<file path="config.mk">
export PLATFORM = sky130hd
export DESIGN_NAME = ucc_base
export DESIGN_NICKNAME = d
export VERILOG_FILES = /design/src/verilog/README_unused.sv /design/src/verilog/ucc_pkg.sv /design/src/verilog/ucc_base.sv /design/src/verilog/ucc_sync.sv
export SDC_FILE = /design/constraint.sdc
export NUM_CORES = 1
export LEC_CHECK = 0
export ABC_AREA = 1
export BUFFER_PORTS_ARGS = -buffer_cell sky130_fd_sc_hd__buf_2
export CAP_MARGIN = 20
export CORE_MARGIN = 2
export CORE_UTILIZATION = 58
export DETAILED_ROUTE_END_ITERATION = 10
export PLACE_DENSITY = 0.76
export SLEW_MARGIN = 20
export SYNTH_ARGS = -nofsm -noshare
export SYNTH_HDL_FRONTEND = slang
export SYNTH_SLANG_ARGS = --single-unit
</file>
<file path="constraint.sdc">
create_clock -name clock -period 7.2 [get_ports clock]
set_input_delay 1.8 -clock clock [delete_from_list [all_inputs] [get_ports clock]]
set_output_delay 1.8 -clock clock [all_outputs]
set_load 0.05 [all_outputs]
</file>
<file path="src/verilog/README_unused.sv">
// Reserved file; holds no code

</file>
<file path="src/verilog/ucc_pkg.sv">
// Constants and types shared by the UART control channel design
package ucc_pkg;

    // Device clock
    localparam int CLOCK_PERIOD_NS   = 10;

    // Bypass idle timeout choices, in microseconds and in clock cycles
    localparam int BYPASS_IDLE_TIMEOUT_2MS_US  = 2000;
    localparam int BYPASS_IDLE_TIMEOUT_8MS_US  = 8000;
    localparam int BYPASS_IDLE_TIMEOUT_32MS_US = 32000;
    localparam int BYPASS_IDLE_TIMEOUT_2MS_CYC  = BYPASS_IDLE_TIMEOUT_2MS_US * 1000 / CLOCK_PERIOD_NS;
    localparam int BYPASS_IDLE_TIMEOUT_8MS_CYC  = BYPASS_IDLE_TIMEOUT_8MS_US * 1000 / CLOCK_PERIOD_NS;
    localparam int BYPASS_IDLE_TIMEOUT_32MS_CYC = BYPASS_IDLE_TIMEOUT_32MS_US * 1000 / CLOCK_PERIOD_NS;
    localparam int TIMEOUT_WIDTH     = 22;

    // Bypass idle timeout field codes
    localparam logic [1:0] BYPASS_IDLE_TIMEOUT_CODE_2MS  = 2'h0;
    localparam logic [1:0] BYPASS_IDLE_TIMEOUT_CODE_8MS  = 2'h1;
    localparam logic [1:0] BYPASS_IDLE_TIMEOUT_CODE_32MS = 2'h2;
    localparam logic [1:0] BYPASS_IDLE_TIMEOUT_CODE_NONE = 2'h3;

    // First byte delay field codes and their lengths in bit times
    localparam logic [1:0] OUT_DELAY_CODE_0 = 2'h0;
    localparam logic [1:0] OUT_DELAY_CODE_4 = 2'h1;
    localparam logic [1:0] OUT_DELAY_CODE_8 = 2'h2;
    localparam logic [1:0] OUT_DELAY_CODE_1 = 2'h3;
    localparam logic [3:0] OUT_DELAY_BITS_0 = 4'h0;
    localparam logic [3:0] OUT_DELAY_BITS_4 = 4'h4;
    localparam logic [3:0] OUT_DELAY_BITS_8 = 4'h8;
    localparam logic [3:0] OUT_DELAY_BITS_1 = 4'h1;

    // Quiet time that separates two transactions, in bit times
    localparam logic [5:0] TURNAROUND_BITS = 6'h30;

    // Frame layout, link count and synchroniser indices
    localparam logic [2:0] LAST_DATA_BIT = 3'h7;
    localparam int         NUM_LINKS     = 2;
    localparam int         NUM_SYNC      = 2;
    localparam int         SYNC_HOST_RX  = 0;
    localparam int         SYNC_MODE_PIN = 1;

    // Reset values
    localparam logic       RESET_BYPASS  = 1'b0;
    localparam logic       LINE_IDLE     = 1'b1;

    typedef enum logic [1:0] {
        UCC_RX_IDLE  = 2'b00,
        UCC_RX_START = 2'b01,
        UCC_RX_DATA  = 2'b10,
        UCC_RX_STOP  = 2'b11
    } ucc_rx_state_e;

    typedef enum logic [2:0] {
        UCC_TX_IDLE  = 3'b000,
        UCC_TX_DELAY = 3'b001,
        UCC_TX_START = 3'b010,
        UCC_TX_DATA  = 3'b011,
        UCC_TX_STOP  = 3'b100
    } ucc_tx_state_e;

endpackage : ucc_pkg

</file>
<file path="src/verilog/ucc_base.sv">
// UART control channel: base and bypass modes, first byte delay, link steering
`timescale 1ns/1ns
module ucc_base
    import ucc_pkg::*;
#(
    parameter logic [ucc_pkg::TIMEOUT_WIDTH-1:0] TIMEOUT_2MS_CYCLES  =
        ucc_pkg::TIMEOUT_WIDTH'(ucc_pkg::BYPASS_IDLE_TIMEOUT_2MS_CYC),
    parameter logic [ucc_pkg::TIMEOUT_WIDTH-1:0] TIMEOUT_8MS_CYCLES  =
        ucc_pkg::TIMEOUT_WIDTH'(ucc_pkg::BYPASS_IDLE_TIMEOUT_8MS_CYC),
    parameter logic [ucc_pkg::TIMEOUT_WIDTH-1:0] TIMEOUT_32MS_CYCLES =
        ucc_pkg::TIMEOUT_WIDTH'(ucc_pkg::BYPASS_IDLE_TIMEOUT_32MS_CYC)
) (
    input  wire logic                          clock,
    input  wire logic                          reset,
    input  wire logic                          uart_rx_pin,
    output logic                               uart_tx_pin,
    input  wire logic                          mode_select_pin,
    input  wire logic [15:0]                   bit_cycles,
    input  wire logic [1:0]                    uart_first_byte_delay,
    input  wire logic                          local_channel_pin_disable,
    input  wire logic                          remote_channel_disable,
    input  wire logic                          mode_pin_control_enable,
    input  wire logic                          bypass_enable_set,
    input  wire logic [1:0]                    bypass_idle_timeout,
    input  wire logic                          link_select,
    output logic [7:0]                         link_tx_data,
    output logic [ucc_pkg::NUM_LINKS-1:0]      link_tx_valid,
    output logic [ucc_pkg::NUM_LINKS-1:0]      link_tx_bypass_level,
    input  wire logic [ucc_pkg::NUM_LINKS*8-1:0] link_rx_data,
    input  wire logic [ucc_pkg::NUM_LINKS-1:0] link_rx_valid,
    output logic [ucc_pkg::NUM_LINKS-1:0]      link_rx_ready,
    input  wire logic [ucc_pkg::NUM_LINKS-1:0] link_rx_bypass_level,
    output logic                               bypass_active,
    output logic                               bypass_enable,
    output logic                               rx_frame_error
);

    ////////////////////////////////////////////////////////////////////////////
    // Pin synchronisers

    logic [NUM_SYNC-1:0] sync_pins;
    logic [NUM_SYNC-1:0] sync_levels;
    localparam logic [NUM_SYNC-1:0] SYNC_RESET = {RESET_BYPASS, LINE_IDLE};

    assign sync_pins = {mode_select_pin, uart_rx_pin};

    // One synchroniser per asynchronous pin
    generate
        for (genvar g = 0; g < NUM_SYNC; g++) begin : g_sync
            ucc_sync #(
                .RESET_LEVEL (SYNC_RESET[g])
            ) u_sync (
                .clock (clock),
                .reset (reset),
                .pin   (sync_pins[g]),
                .level (sync_levels[g])
            );
        end
    endgenerate

    logic rx_line;
    logic mode_pin_level;

    // A disabled pin looks like an idle line to the receiver
    assign rx_line        = local_channel_pin_disable ? LINE_IDLE
                                                      : sync_levels[SYNC_HOST_RX];
    assign mode_pin_level = sync_levels[SYNC_MODE_PIN];

    ////////////////////////////////////////////////////////////////////////////
    // Mode control

    logic [TIMEOUT_WIDTH-1:0] idle_cycles;
    logic [TIMEOUT_WIDTH-1:0] idle_limit;
    logic                     idle_expired;

    // Timeout selection, never expires in the last code
    always_comb begin
        case (bypass_idle_timeout)
            BYPASS_IDLE_TIMEOUT_CODE_2MS:  idle_limit = TIMEOUT_2MS_CYCLES;
            BYPASS_IDLE_TIMEOUT_CODE_8MS:  idle_limit = TIMEOUT_8MS_CYCLES;
            BYPASS_IDLE_TIMEOUT_CODE_32MS: idle_limit = TIMEOUT_32MS_CYCLES;
            default:             idle_limit = '1;
        endcase
    end

    assign idle_expired = (bypass_idle_timeout != BYPASS_IDLE_TIMEOUT_CODE_NONE)
                          && (idle_cycles >= idle_limit);

    // High-time counter; any low level is activity and restarts it
    always_ff @(posedge clock or posedge reset) begin
        if (reset) begin
            idle_cycles <= '0;
        end else if (!bypass_enable || !rx_line) begin
            idle_cycles <= '0;
        end else if (idle_cycles != '1) begin
            idle_cycles <= idle_cycles + 1'b1;
        end
    end

    // Software bypass bit; a new set wins over a timeout clear
    always_ff @(posedge clock or posedge reset) begin
        if (reset) begin
            bypass_enable <= RESET_BYPASS;
        end else if (bypass_enable_set) begin
            bypass_enable <= 1'b1;
        end else if (idle_expired) begin
            bypass_enable <= 1'b0;
        end
    end

    // Mode pin overrides the software bit while its control is on
    always_ff @(posedge clock or posedge reset) begin
        if (reset) begin
            bypass_active <= RESET_BYPASS;
        end else if (mode_pin_control_enable) begin
            bypass_active <= mode_pin_level;
        end else begin
            bypass_active <= bypass_enable;
        end
    end

    ////////////////////////////////////////////////////////////////////////////
    // Host-side receiver, base mode only

    ucc_rx_state_e rx_state;
    logic [15:0]   rx_cnt;
    logic [2:0]    rx_idx;
    logic [7:0]    rx_shift;
    logic          rx_done;

    // Sample mid-bit; each bit lasts the configured cycle count
    always_ff @(posedge clock or posedge reset) begin
        if (reset) begin
            rx_state       <= UCC_RX_IDLE;
            rx_cnt         <= '0;
            rx_idx         <= '0;
            rx_shift       <= '0;
            rx_done        <= 1'b0;
            rx_frame_error <= 1'b0;
        end else begin
            rx_done        <= 1'b0;
            rx_frame_error <= 1'b0;
            if (bypass_active) begin
                rx_state <= UCC_RX_IDLE;
            end else begin
                case (rx_state)
                    UCC_RX_IDLE: begin
                        if (!rx_line) begin
                            rx_cnt   <= {1'b0, bit_cycles[15:1]};
                            rx_state <= UCC_RX_START;
                        end
                    end
                    UCC_RX_START: begin
                        if (rx_cnt != '0) begin
                            rx_cnt <= rx_cnt - 1'b1;
                        end else if (!rx_line) begin
                            rx_cnt   <= bit_cycles - 1'b1;
                            rx_idx   <= '0;
                            rx_state <= UCC_RX_DATA;
                        end else begin
                            rx_state <= UCC_RX_IDLE; // Glitch, not a start bit
                        end
                    end
                    UCC_RX_DATA: begin
                        if (rx_cnt != '0) begin
                            rx_cnt <= rx_cnt - 1'b1;
                        end else begin
                            rx_shift <= {rx_line, rx_shift[7:1]};
                            rx_cnt   <= bit_cycles - 1'b1;
                            rx_idx   <= rx_idx + 1'b1;
                            if (rx_idx == LAST_DATA_BIT) begin
                                rx_state <= UCC_RX_STOP;
                            end
                        end
                    end
                    UCC_RX_STOP: begin
                        if (rx_cnt != '0) begin
                            rx_cnt <= rx_cnt - 1'b1;
                        end else begin
                            rx_done        <= rx_line; // Every byte with a high stop bit, single or burst
                            rx_frame_error <= !rx_line;
                            rx_state       <= UCC_RX_IDLE;
                        end
                    end
                    default: rx_state <= UCC_RX_IDLE;
                endcase
            end
        end
    end

    ////////////////////////////////////////////////////////////////////////////
    // Link-side outputs, steered to one link only

    // Frames go to the selected link as bytes, never to all of them
    always_ff @(posedge clock or posedge reset) begin
        if (reset) begin
            link_tx_data  <= '0;
            link_tx_valid <= '0;
        end else begin
            link_tx_valid <= '0;
            if (rx_done && !remote_channel_disable && !bypass_active) begin
                link_tx_data               <= rx_shift;
                link_tx_valid[link_select] <= 1'b1;
            end
        end
    end

    // Bypass carries the raw line level; unselected links rest idle
    generate
        for (genvar l = 0; l < NUM_LINKS; l++) begin : g_bypass
            always_ff @(posedge clock or posedge reset) begin
                if (reset) begin
                    link_tx_bypass_level[l] <= LINE_IDLE;
                end else if (bypass_active && (link_select == l)) begin
                    link_tx_bypass_level[l] <= rx_line;
                end else begin
                    link_tx_bypass_level[l] <= LINE_IDLE;
                end
            end
        end
    endgenerate

    ////////////////////////////////////////////////////////////////////////////
    // Link-side receive holding byte

    logic       hold_full;
    logic [7:0] hold_data;
    logic       take;
    logic       load;
    logic       next_hold_full;
    logic [7:0] sel_rx_data;

    assign sel_rx_data    = link_rx_data[link_select*8 +: 8];
    assign take           = link_rx_valid[link_select] && link_rx_ready[link_select];
    assign next_hold_full = (hold_full && !load) || take;

    // One byte of storage; ready follows it so no byte is dropped
    always_ff @(posedge clock or posedge reset) begin
        if (reset) begin
            hold_full     <= 1'b0;
            hold_data     <= '0;
            link_rx_ready <= '0;
        end else begin
            hold_full     <= next_hold_full;
            link_rx_ready <= '0;
            if (!next_hold_full && !bypass_active) begin
                link_rx_ready[link_select] <= 1'b1;
            end
            if (take) begin
                hold_data <= sel_rx_data;
            end
        end
    end

    ////////////////////////////////////////////////////////////////////////////
    // Transmitter toward the UART pin

    ucc_tx_state_e tx_state;
    logic [15:0]   tx_cnt;
    logic [3:0]    tx_bit;
    logic [7:0]    tx_shift;
    logic [5:0]    quiet_bits;
    logic [3:0]    delay_bits;
    logic          tx_level;
    logic          first_of_transaction;
    logic [15:0]   quiet_div;
    logic          quiet_tick;

    // Delay length per field code
    always_comb begin
        case (uart_first_byte_delay)
            OUT_DELAY_CODE_0: delay_bits = OUT_DELAY_BITS_0;
            OUT_DELAY_CODE_4: delay_bits = OUT_DELAY_BITS_4;
            OUT_DELAY_CODE_8: delay_bits = OUT_DELAY_BITS_8;
            OUT_DELAY_CODE_1: delay_bits = OUT_DELAY_BITS_1;
            default:          delay_bits = OUT_DELAY_BITS_0;
        endcase
    end

    // A byte after the full turnaround gap opens a new transaction
    assign first_of_transaction = (quiet_bits >= TURNAROUND_BITS);
    assign load = hold_full && (tx_state == UCC_TX_IDLE);

    // Line level from the state; registered once more at the pin
    always_comb begin
        case (tx_state)
            UCC_TX_START: tx_level = 1'b0;
            UCC_TX_DATA:  tx_level = tx_shift[tx_bit[2:0]];
            default:      tx_level = LINE_IDLE;
        endcase
    end

    // Bit-timed sender with optional hold-off before the first byte
    always_ff @(posedge clock or posedge reset) begin
        if (reset) begin
            tx_state <= UCC_TX_IDLE;
            tx_cnt   <= '0;
            tx_bit   <= '0;
            tx_shift <= '0;
        end else begin
            case (tx_state)
                UCC_TX_IDLE: begin
                    tx_cnt <= bit_cycles - 1'b1;
                    tx_bit <= '0;
                    if (load) begin
                        tx_shift <= hold_data;
                        if (first_of_transaction && (delay_bits != '0)) begin
                            tx_state <= UCC_TX_DELAY;
                        end else begin
                            tx_state <= UCC_TX_START;
                        end
                    end
                end
                UCC_TX_DELAY: begin
                    if (tx_cnt != '0) begin
                        tx_cnt <= tx_cnt - 1'b1;
                    end else begin
                        tx_cnt <= bit_cycles - 1'b1;
                        if (tx_bit == delay_bits - 1'b1) begin
                            tx_bit   <= '0;
                            tx_state <= UCC_TX_START;
                        end else begin
                            tx_bit <= tx_bit + 1'b1;
                        end
                    end
                end
                UCC_TX_START: begin
                    if (tx_cnt != '0) begin
                        tx_cnt <= tx_cnt - 1'b1;
                    end else begin
                        tx_cnt   <= bit_cycles - 1'b1;
                        tx_bit   <= '0;
                        tx_state <= UCC_TX_DATA;
                    end
                end
                UCC_TX_DATA: begin
                    if (tx_cnt != '0) begin
                        tx_cnt <= tx_cnt - 1'b1;
                    end else begin
                        tx_cnt <= bit_cycles - 1'b1;
                        tx_bit <= tx_bit + 1'b1;
                        if (tx_bit[2:0] == LAST_DATA_BIT) begin
                            tx_state <= UCC_TX_STOP;
                        end
                    end
                end
                UCC_TX_STOP: begin
                    if (tx_cnt != '0) begin
                        tx_cnt <= tx_cnt - 1'b1;
                    end else begin
                        tx_state <= UCC_TX_IDLE;
                    end
                end
                default: tx_state <= UCC_TX_IDLE;
            endcase
        end
    end

    // Quiet time counted in bit times from the last stop bit end
    always_ff @(posedge clock or posedge reset) begin
        if (reset) begin
            quiet_bits <= TURNAROUND_BITS;
        end else if (tx_state != UCC_TX_IDLE || bypass_active) begin
            quiet_bits <= '0;
        end else if (quiet_tick && !first_of_transaction) begin
            quiet_bits <= quiet_bits + 1'b1;
        end
    end

    // One tick per idle bit time; restarts whenever the sender is busy
    assign quiet_tick = (quiet_div == '0);

    always_ff @(posedge clock or posedge reset) begin
        if (reset) begin
            quiet_div <= '0;
        end else if (tx_state != UCC_TX_IDLE || quiet_tick) begin
            quiet_div <= bit_cycles - 1'b1;
        end else begin
            quiet_div <= quiet_div - 1'b1;
        end
    end

    // Pin driver: frames in base, raw link level in bypass, idle when off
    always_ff @(posedge clock or posedge reset) begin
        if (reset) begin
            uart_tx_pin <= LINE_IDLE;
        end else if (local_channel_pin_disable) begin
            uart_tx_pin <= LINE_IDLE;
        end else if (bypass_active) begin
            uart_tx_pin <= link_rx_bypass_level[link_select];
        end else begin
            uart_tx_pin <= tx_level;
        end
    end

endmodule : ucc_base

</file>
<file path="src/verilog/ucc_sync.sv">
// Three-stage pin synchroniser that changes once stages two and three agree
`timescale 1ns/1ns
module ucc_sync #(
    parameter logic RESET_LEVEL = 1'b1
) (
    input  wire logic clock,
    input  wire logic reset,
    input  wire logic pin,
    output logic      level
);

    logic stage1;
    logic stage2;
    logic stage3;

    // Stage one feeds only stage two to keep metastability contained
    always_ff @(posedge clock or posedge reset) begin
        if (reset) begin
            stage1 <= RESET_LEVEL;
            stage2 <= RESET_LEVEL;
            stage3 <= RESET_LEVEL;
        end else begin
            stage1 <= pin;
            stage2 <= stage1;
            stage3 <= stage2;
        end
    end

    // Accept a change only when two settled stages agree
    always_ff @(posedge clock or posedge reset) begin
        if (reset) begin
            level <= RESET_LEVEL;
        end else if (stage2 == stage3) begin
            level <= stage3;
        end
    end

endmodule : ucc_sync
</file>
Yosys cells after proc, flatten, opt, wreduce, memory -nomap -nowiden
Index checks and enable logic that the tools add are counted.

storage, ports and cells
  bits of input ports = 49
  register bits after elaboration = 140
  output and inout bits = 18

operators by class
  bitwise logic cells = 3
  magnitude comparators = 5
  shift-type cells = 1
  mux-type cells = 69
  equal/unequal tests = 38
  add/sub/neg operators = 9
  reduce and logical (&&, ||, !) cells = 47

operators by type and width
  cell                                                                   number
  16-bit 2-to-1 mux                                                      8
  22-bit case mux with 3 select lines                                    1
  16-bit case mux with 4 select lines                                    1
  16-bit by 1-bit subtractor with 16-bit output (second input constant)  4
  16-bit case mux with 3 select lines                                    1
  22-bit 2-to-1 mux                                                      2
  4-bit case mux with 4 select lines                                     2
  16-bit nonzero test                                                    2
  3-bit 2-to-1 mux                                                       10
  2-bit inequality test (second input constant)                          14
  22-bit by 1-bit adder with 22-bit output (second input constant)       1
  22-bit greater-or-equal comparator                                     1
  1-bit 2-to-1 mux                                                       22
  22-bit inequality test (second input constant)                         1
  2-bit 2-to-1 mux                                                       10
  3-bit inequality test (second input constant)                          6
  16-bit logical NOT                                                     1
  4-bit 2-to-1 mux                                                       4
  16-bit by 5-bit indexed part select with 8-bit output                  1
  3-bit case mux with 5 select lines                                     1
  1-bit logical AND                                                      12
  6-bit 2-to-1 mux                                                       2
  2-bit == test (second input constant)                                  5
  5-bit AND reduction                                                    2
  32 further kinds                                                       58

Logic depth before layout (Yosys ltp)
Gate-level depths: netlist of run 1.

  depth in word-level cells = 8
  mapped depth = 14
  depth with buffers taken out = 14

Cells and area by module
From an unflattened synthesis of run 1, not the netlist that was laid out.

unflattened totals
  cell total of the unflattened synthesis = 1293
  area total of the unflattened synthesis = 9242.6 µm²

modules (own cells, without submodules)
  module                       area each (µm²)  times used  cells each
  ucc_base                     8997.4           1           1275
  ucc_sync (g_sync[0].u_sync)  125.1            1           9
  ucc_sync (g_sync[1].u_sync)  120.1            1           9

Worst setup path before layout of run 1
OpenSTA, ideal clock, no wires.

  kind = input -> register
  start = input port bypass_idle_timeout[1]
  end = register bypass_enable
  data required time = 7.081 ns
  slack = 3.972 ns
  stages on the path = 12
  setup time = 0.119 ns
  data arrival time = 3.109 ns
  cell sequence = inv_1 ha_1 ha_1 nand2_1 inv_1 nand3_1 nor2_1 nand3_1 nand4_1 nand2_1 nand2_1 nand2_1

between the ends
  word-level cells in the longest chain between the ends = 5

ends and longest elaborated chain
  item                                         RTL line         RTL
  start: declaration                           ucc_base.sv:24   input wire logic [1:0] bypass_idle_timeout,
  2-bit == test, or another cell as far along  ucc_base.sv:78   case (bypass_idle_timeout)
  22-bit case mux with 3 select lines          ucc_base.sv:78
  22-bit greater-or-equal comparator           ucc_base.sv:87   && (idle_cycles >= idle_limit);
  1-bit logical AND (*)                        ucc_base.sv:87
  2-bit nonzero test (no source line) (*)      -
  end signal: assignment                       ucc_base.sv:103  bypass_enable <= RESET_BYPASS;
  end signal: assignment                       ucc_base.sv:105  bypass_enable <= 1'b1;
  end signal: assignment                       ucc_base.sv:107  bypass_enable <= 1'b0;
  end: declaration                             ucc_base.sv:34   output logic bypass_enable,

Mark *: on every way between the ends. The rest lies on a longest branch, timed or not.
A chain may end at the register's enable or synchronous reset.

Worst setup path in the final report of run 1
  start = input port bit_cycles[0]
  end = register tx_cnt[10]

between the ends
  word-level cells in the longest chain between the ends = 3

ends and longest elaborated chain
  item                                               RTL line                                           RTL
  start: declaration                                 ucc_base.sv:18                                     input wire logic [15:0] bit_cycles,
  16-bit by 1-bit subtractor with 16-bit output (*)  -
  16-bit 2-to-1 mux                                  ucc_base.sv:315, ucc_base.sv:328, ucc_base.sv:337
  16-bit case mux with 3 select lines (*)            ucc_base.sv:301                                    case (tx_state)
  end signal: assignment                             ucc_base.sv:303                                    tx_cnt <= bit_cycles - 1'b1;
  end signal: assignment                             ucc_base.sv:318                                    tx_cnt <= bit_cycles - 1'b1;
  end signal: assignment                             ucc_base.sv:331                                    tx_cnt <= bit_cycles - 1'b1;
  end: declaration                                   ucc_base.sv:259                                    logic [15:0] tx_cnt;

Marks and branches as above.

==> results of run 1 <==
routing by layer:
layer | global-route usage (%) | share of wire, % | vias up
met5 | 0 | 0 | -
met4 | 9.50 | 2.3 | 0
met3 | 6.40 | 5.8 | 45
met2 | 45.7 | 45 | 254
met1 | 39.9 | 47 | 3881
li1 | - | - | 4145
worst reg2reg max path, delay by kind of cell (launching register included):
kind	cells	cell delay [ns]
AND/OR/NAND/NOR	5	1.24
buffers and inverters	2	0.54
flip-flops	1	0.42
AO/OA/AOI/OAI	1	0.08
state kept, by name, summed over array words and instances (netlist names), 2 cells and up:
name                  cells
link_tx_data              8
tx_shift                  8
link_rx_ready             2
g_sync.u_sync.stage1      2
rx_shift                  8
tx_bit                    4
g_sync.u_sync.stage2      2
tx_state                  3
idle_cycles              22
quiet_bits                6
g_sync.u_sync.level       2
rx_cnt                   16
link_tx_bypass_level      2
link_tx_valid             2
tx_cnt                   16
g_sync.u_sync.stage3      2
hold_data                 8
rx_idx                    3
rx_state                  2
quiet_div                16
logic make-up (layout without fill, tap and decap cells):
kind of cell    Yosys count  count (layout)  share of synthesized area, %
compound gates          161             161                          10.1
mux                       7               7                         0.877
xor+xnor                 37              37                          3.61
flops                   140             140                          39.1
simple gates            683             683                          33.1
fa+ha+maj                41              41                          5.65
buf+inv                 166             245                          7.47
power groups by stage:
| stage | clock (uW) | sequential [uW] | combinational, uW |
|---|---|---|---|
| finish | 852 | 932 | 511 |
| global route | 897 | 941 | 586 |
| CTS | 858 | 932 | 510 |
| detailed placement | 0 | 945 | 506 |
| global placement | 0 | 944 | 496 |
| floorplan | 0 | 928 | 390 |
final timing paths:
path,from,end,slack [ns],cells past startpoint
setup reg to reg,tx_state[0],tx_cnt[1],4.80,8
max in group asynchronous,reset,quiet_div[9],4.41,3
hold reg to reg,g_sync[0].u_sync.stage1,g_sync[0].u_sync.stage2,0.36,0
hold / removal,g_sync[0].u_sync.stage1,g_sync[0].u_sync.stage2,0.36,0
min in group asynchronous,reset,idle_cycles[0],1.49,2
setup / recovery,bit_cycles[0],tx_cnt[10],3.86,11
metrics by stage:
stage | area [sq um] | util [%] | setup slack [ns] | hold WS, ns | instances
5_1_grt | 10000 | 66.1 | 3.76 | 0.362 | 1502
4_1_cts | 10000 | 66.1 | 3.93 | 0.358 | 1502
3_3_place_gp | 9450 | 62.4 | 3.54 | 0.333 | 1470
6_report | 10000 | 66.1 | 3.86 | 0.355 | 1502
3_5_place_dp | 9450 | 62.4 | 3.49 | 0.337 | 1470
2_1_floorplan | 8980 | - | 1.66 | 0.331 | 1235
cell usage in the layout (no fill, tap or decap), types with 5 or more instances in the layout:
master	count
a21oi_1	22
a31oi_1	14
buf_2	66
clkbuf_16	17
dfrtp_1	131
dfstp_2	9
ha_1	39
inv_1	131
inv_2	10
inv_6	6
mux2_2	7
nand2_1	336
nand3_1	104
nand4_1	17
nor2_1	152
nor2_2	9
nor2_4	5
nor3_1	29
o211ai_1	5
o21ai_0	80
o21ai_1	16
o31ai_1	7
or2_2	7
xnor2_1	10
xor2_1	27
cell type report:
cell class                 instances  share of cell area (%)
tap                              188                    2.35
sequential                       140                    35.1
multi-input combinational        929                    47.9
timing repair buffer              68                    3.45
clock inverter                    14                    1.35
inverter                         145                    5.52
clock buffer                      18                    4.29
==> metrics.cfg, run 1 <==
[outcome]
status = finished, final reports clean

[synth]
synth_top_area_cell = dfrtp_1
synth_area_sq_mm = 0.00898
async_flop_share_pct = 100
synth-edff-count = 0
ys_warn_count = 0
synth_top_area_share_pct = 36.5
synth_cells = 1235
synth_nets = 1323
ys_ff_latch = 140
ys_top_cells_by_count = 336 x nand2_1, 152 x nor2_1, 132 x inv_1
synth.distinct_cells = 52
synthTopCellsByArea = dfrtp_1 36%, nand2_1 14%, nor2_1 6.4%
yosysMostFrequentCell = nand2_1
ys.flop_type = dfrtp_1
syn_avg_cell_area_sq_um = 7.27
seq_area_frac_synth_pct = 39.1

[floorplanning]
die_width_um = 128
rows = 45
start_util_pct = 59.3
ios = 67
core_area_sq_mm = 0.0151
dieHeight_um = 128
dieArea_sq_mm = 0.0165

[clock_network]
cts_tree = yes
cts_buffer_depth = 2
insertion_delay_ns = 0.43
clock-sinks = 140
cts_resized = 0
clkTransAtPathRegs_ns = 0.06
cts_hold_buf = 0
clock_tree.root_cell = clkbuf_16
h-tree-depth = 4
cts_buffers = 17
post_cts_buffers = 0

[sta]
period_minus_slack_ns = 3.34
setup_viol = 0
worst_pin_slew_ns = 0.804
tns_ns = 0
clock_skew_ns = 0.0114
drv_slew = 0
finalHoldViolCount = 0
fin_crit_sh_pct = 46.4
rsz0062_at_grt = no
slew_headroom_pct = 46.4
fmax_mhz = 299

[route]
drtAntennaViolNets = 0
num_vias = 8325
drtIter0Drc = 670
drc = 0
via_per_inst = 5.54
first_pass_iters = 5
drt-total-wl_um = 22400
wl_per_cell_um = 14.9

[worst_setup_path]
cp.arrival_ns = 3.64
worst_setup_path_end_kind = flop
critPathLaunchType = primary input
worstPathMaxFanout = 6
crit_path_frequent_cell = nand3_1
cp.buffers_inverters = 2
worstSetupPathType = in -> reg
crit_slowest_cell = xor2_1
slowest_delay_ns = 0.30
required_ns = 7.50
cp_cell_sequence = buf_2, inv_1, ha_1, nand3_1, nor2_1, nand2_1, nor2_1, xor2_1, nand3_1, nand3_1, o21ai_1
cp_top_family = simple AND/OR/NAND/NOR gates

[layout]
multi_input_area_sq_mm = 0.00480
fill_cells = 1389
syn2layout_area_growth_pct = 11.4
seq_area_sq_mm = 0.00351
antenna_cells = 0
finalNetCount = 1389
drive_above_1_share_pct = 12.6

[hold_path]
hold_class = reg -> reg

[pwr]
power_switching_uw = 782
totalPowerFinal_uw = 2300
pwr-share-seq_pct = 40.6
power_density_mw_per_mm2 = 229
swShare_pct = 34.1
internal_power_uw = 1510
clock_power_share_pct = 37.1
peakVddDrop_mv = 0.214
p_comb_share_pct = 22.3
power_leakage_uw = 0.00494

[grt]
grt_first_pass_wirelength_um = 38000
grt_max_degree = 81
grt-ovfl-total = 0
antenna_found_initial = 0
grt.total_usage_pct = 28.9
first_global_vias = 7767

[placed_design]
hpwl_um = 16500
io_buffer_count = 66
gp_congestion = 0.964

[run]
maxCapViolations = 0

(Power assumes the default switching activity.)
==> inputs of run 2 (changes only) <==
- CORE_UTILIZATION: 58 -> 55
- clock period: 7.2 -> 2.9 ns (I/O delays scaled with it)
==> metrics.cfg, run 2 (synthesis results as in run 1) <==
[worst_setup_path]
worst_setup_path_end_kind = flop
cp.arrival_ns = 2.67
slowest_delay_ns = 0.41
worstSetupPathType = reg -> reg
cp_cell_sequence = inv_1, ha_1, nand2_2, nor2_4, inv_2, nor2_1, nand2_1, nand2_1, nand2_2, clkinv_2, nor2_1, a22oi_1
required_ns = 3.21
worstPathMaxFanout = 19
crit_slowest_cell = dfrtp_1
critPathLaunchType = flop

[grt]
met2_usage_pct = 42.4
use_met3_pct = 5.77
first_global_vias = 7870
grt-ovfl-total = 0
grt_max_degree = 88
top_usage_layer = met2
grt.total_usage_pct = 26.6
antenna_found_initial = 0
grtUsageMet1_pct = 36.4
grt_first_pass_wirelength_um = 37800

[layout]
fill_cells = 1402
regMostFlops = idle_cycles
finalNetCount = 1393
antenna_cells = 0
seq_area_sq_mm = 0.00351
layout_common_cells = 336 x nand2_1, 152 x nor2_1, 131 x inv_1, 131 x dfrtp_1, 104 x nand3_1
final_common_cell = nand2_1
drive_above_1_share_pct = 13.0
instances_no_fill = 1534
largest_reg_flops = 22
syn2layout_area_growth_pct = 12.7
multi_input_area_sq_mm = 0.00480

[floorplanning]
rows = 46
die_width_um = 132
dieHeight_um = 132
core_area_sq_mm = 0.0159
dieArea_sq_mm = 0.0174
start_util_pct = 56.3
ios = 67

[pwr]
power_leakage_uw = 0.00498
peakVddDrop_mv = 0.517
totalPowerFinal_uw = 5800
power_density_mw_per_mm2 = 572

[sta]
period_minus_slack_ns = 2.36
clock_skew_ns = 0.0104
finalHoldViolCount = 0
fin_crit_sh_pct = 81.2
setup_viol = 0
drv_slew = 0
slew_headroom_pct = 53.4
fmax_mhz = 425
tns_ns = 0
worst_pin_slew_ns = 0.696
rsz0062_at_grt = no

[hold_path]
hold_class = reg -> reg

[route]
drt-total-wl_um = 22500
drtAntennaViolNets = 0
drc = 0
wl_per_cell_um = 14.6
num_vias = 8370
drtIter0Drc = 866
via_per_inst = 5.46
first_pass_iters = 6

[clock_network]
h-tree-depth = 4
clock-sinks = 140
cts_buffer_depth = 2
cts_buffers = 17
cts_resized = 0
post_cts_buffers = 0
insertion_delay_ns = 0.44
cts_hold_buf = 0
clkTransAtPathRegs_ns = 0.06
clock_tree.root_cell = clkbuf_16
cts_tree = yes

[placed_design]
hpwl_um = 16200
dp_cells = 1502
gp_congestion = 0.996
io_buffer_count = 66

[run]
maxCapViolations = 0

[outcome]
status = finished, final reports clean

-- run 2: power breakdown --
group	switching, uW	internal, uW
Clock	962	1230
Combinational	836	451
Sequential	201	2110
-- run 2: final timing paths --
| path | from | end | slack, ns | cells past startpoint |
|---|---|---|---|---|
| worst max-delay path | tx_cnt[0] | tx_cnt[0] | 0.54 | 12 |
| worst min-delay path | g_sync[1].u_sync.stage1 | g_sync[1].u_sync.stage2 | 0.35 | 0 |
| worst max register to register | tx_cnt[0] | tx_cnt[0] | 0.54 | 12 |
| worst min register to register | g_sync[1].u_sync.stage1 | g_sync[1].u_sync.stage2 | 0.35 | 0 |
| max in group asynchronous | reset | tx_cnt[5] | 2.07 | 3 |
| min in group asynchronous | reset | link_tx_data[2] | 0.39 | 3 |
-- run 2: critical path: cells and delay by family (launching register included) --
family	cells	cell delay, ns
buffers and inverters	3	0.49
DFF	1	0.41
AOI/OAI and AO/OA	1	0.08
adders and majority gates	1	0.25
and+or+nand+nor	7	0.99
-- run 2: metal layers --
layer,vias to the layer above,wire length (um)
li1,4159,-
met1,3849,10200
met4,0,520
met3,45,1600
met5,-,0
met2,317,10100
-- run 2: final cells by class --
class | instances | area share [%]
multi-input cells | 929 | 47.4
well taps | 216 | 2.67
repair buffers | 72 | 3.95
flip-flops and latches | 140 | 34.7
clock inverters | 14 | 1.48
inverters | 145 | 5.45
clock buffers | 18 | 4.34
-- run 2: per-stage QoR --
stage / instance area (sq um) / util [%] / hold slack [ns] / setup slack (ns)
2_1_floorplan: 8990 / - / 0.331 / 0.433
3_3_place_gp: 9540 / 59.8 / 0.332 / 0.348
3_5_place_dp: 9540 / 59.8 / 0.338 / 0.301
4_1_cts: 10100 / 63.5 / 0.360 / 0.548
5_1_grt: 10100 / 63.5 / 0.360 / 0.335
6_report: 10100 / 63.5 / 0.354 / 0.545
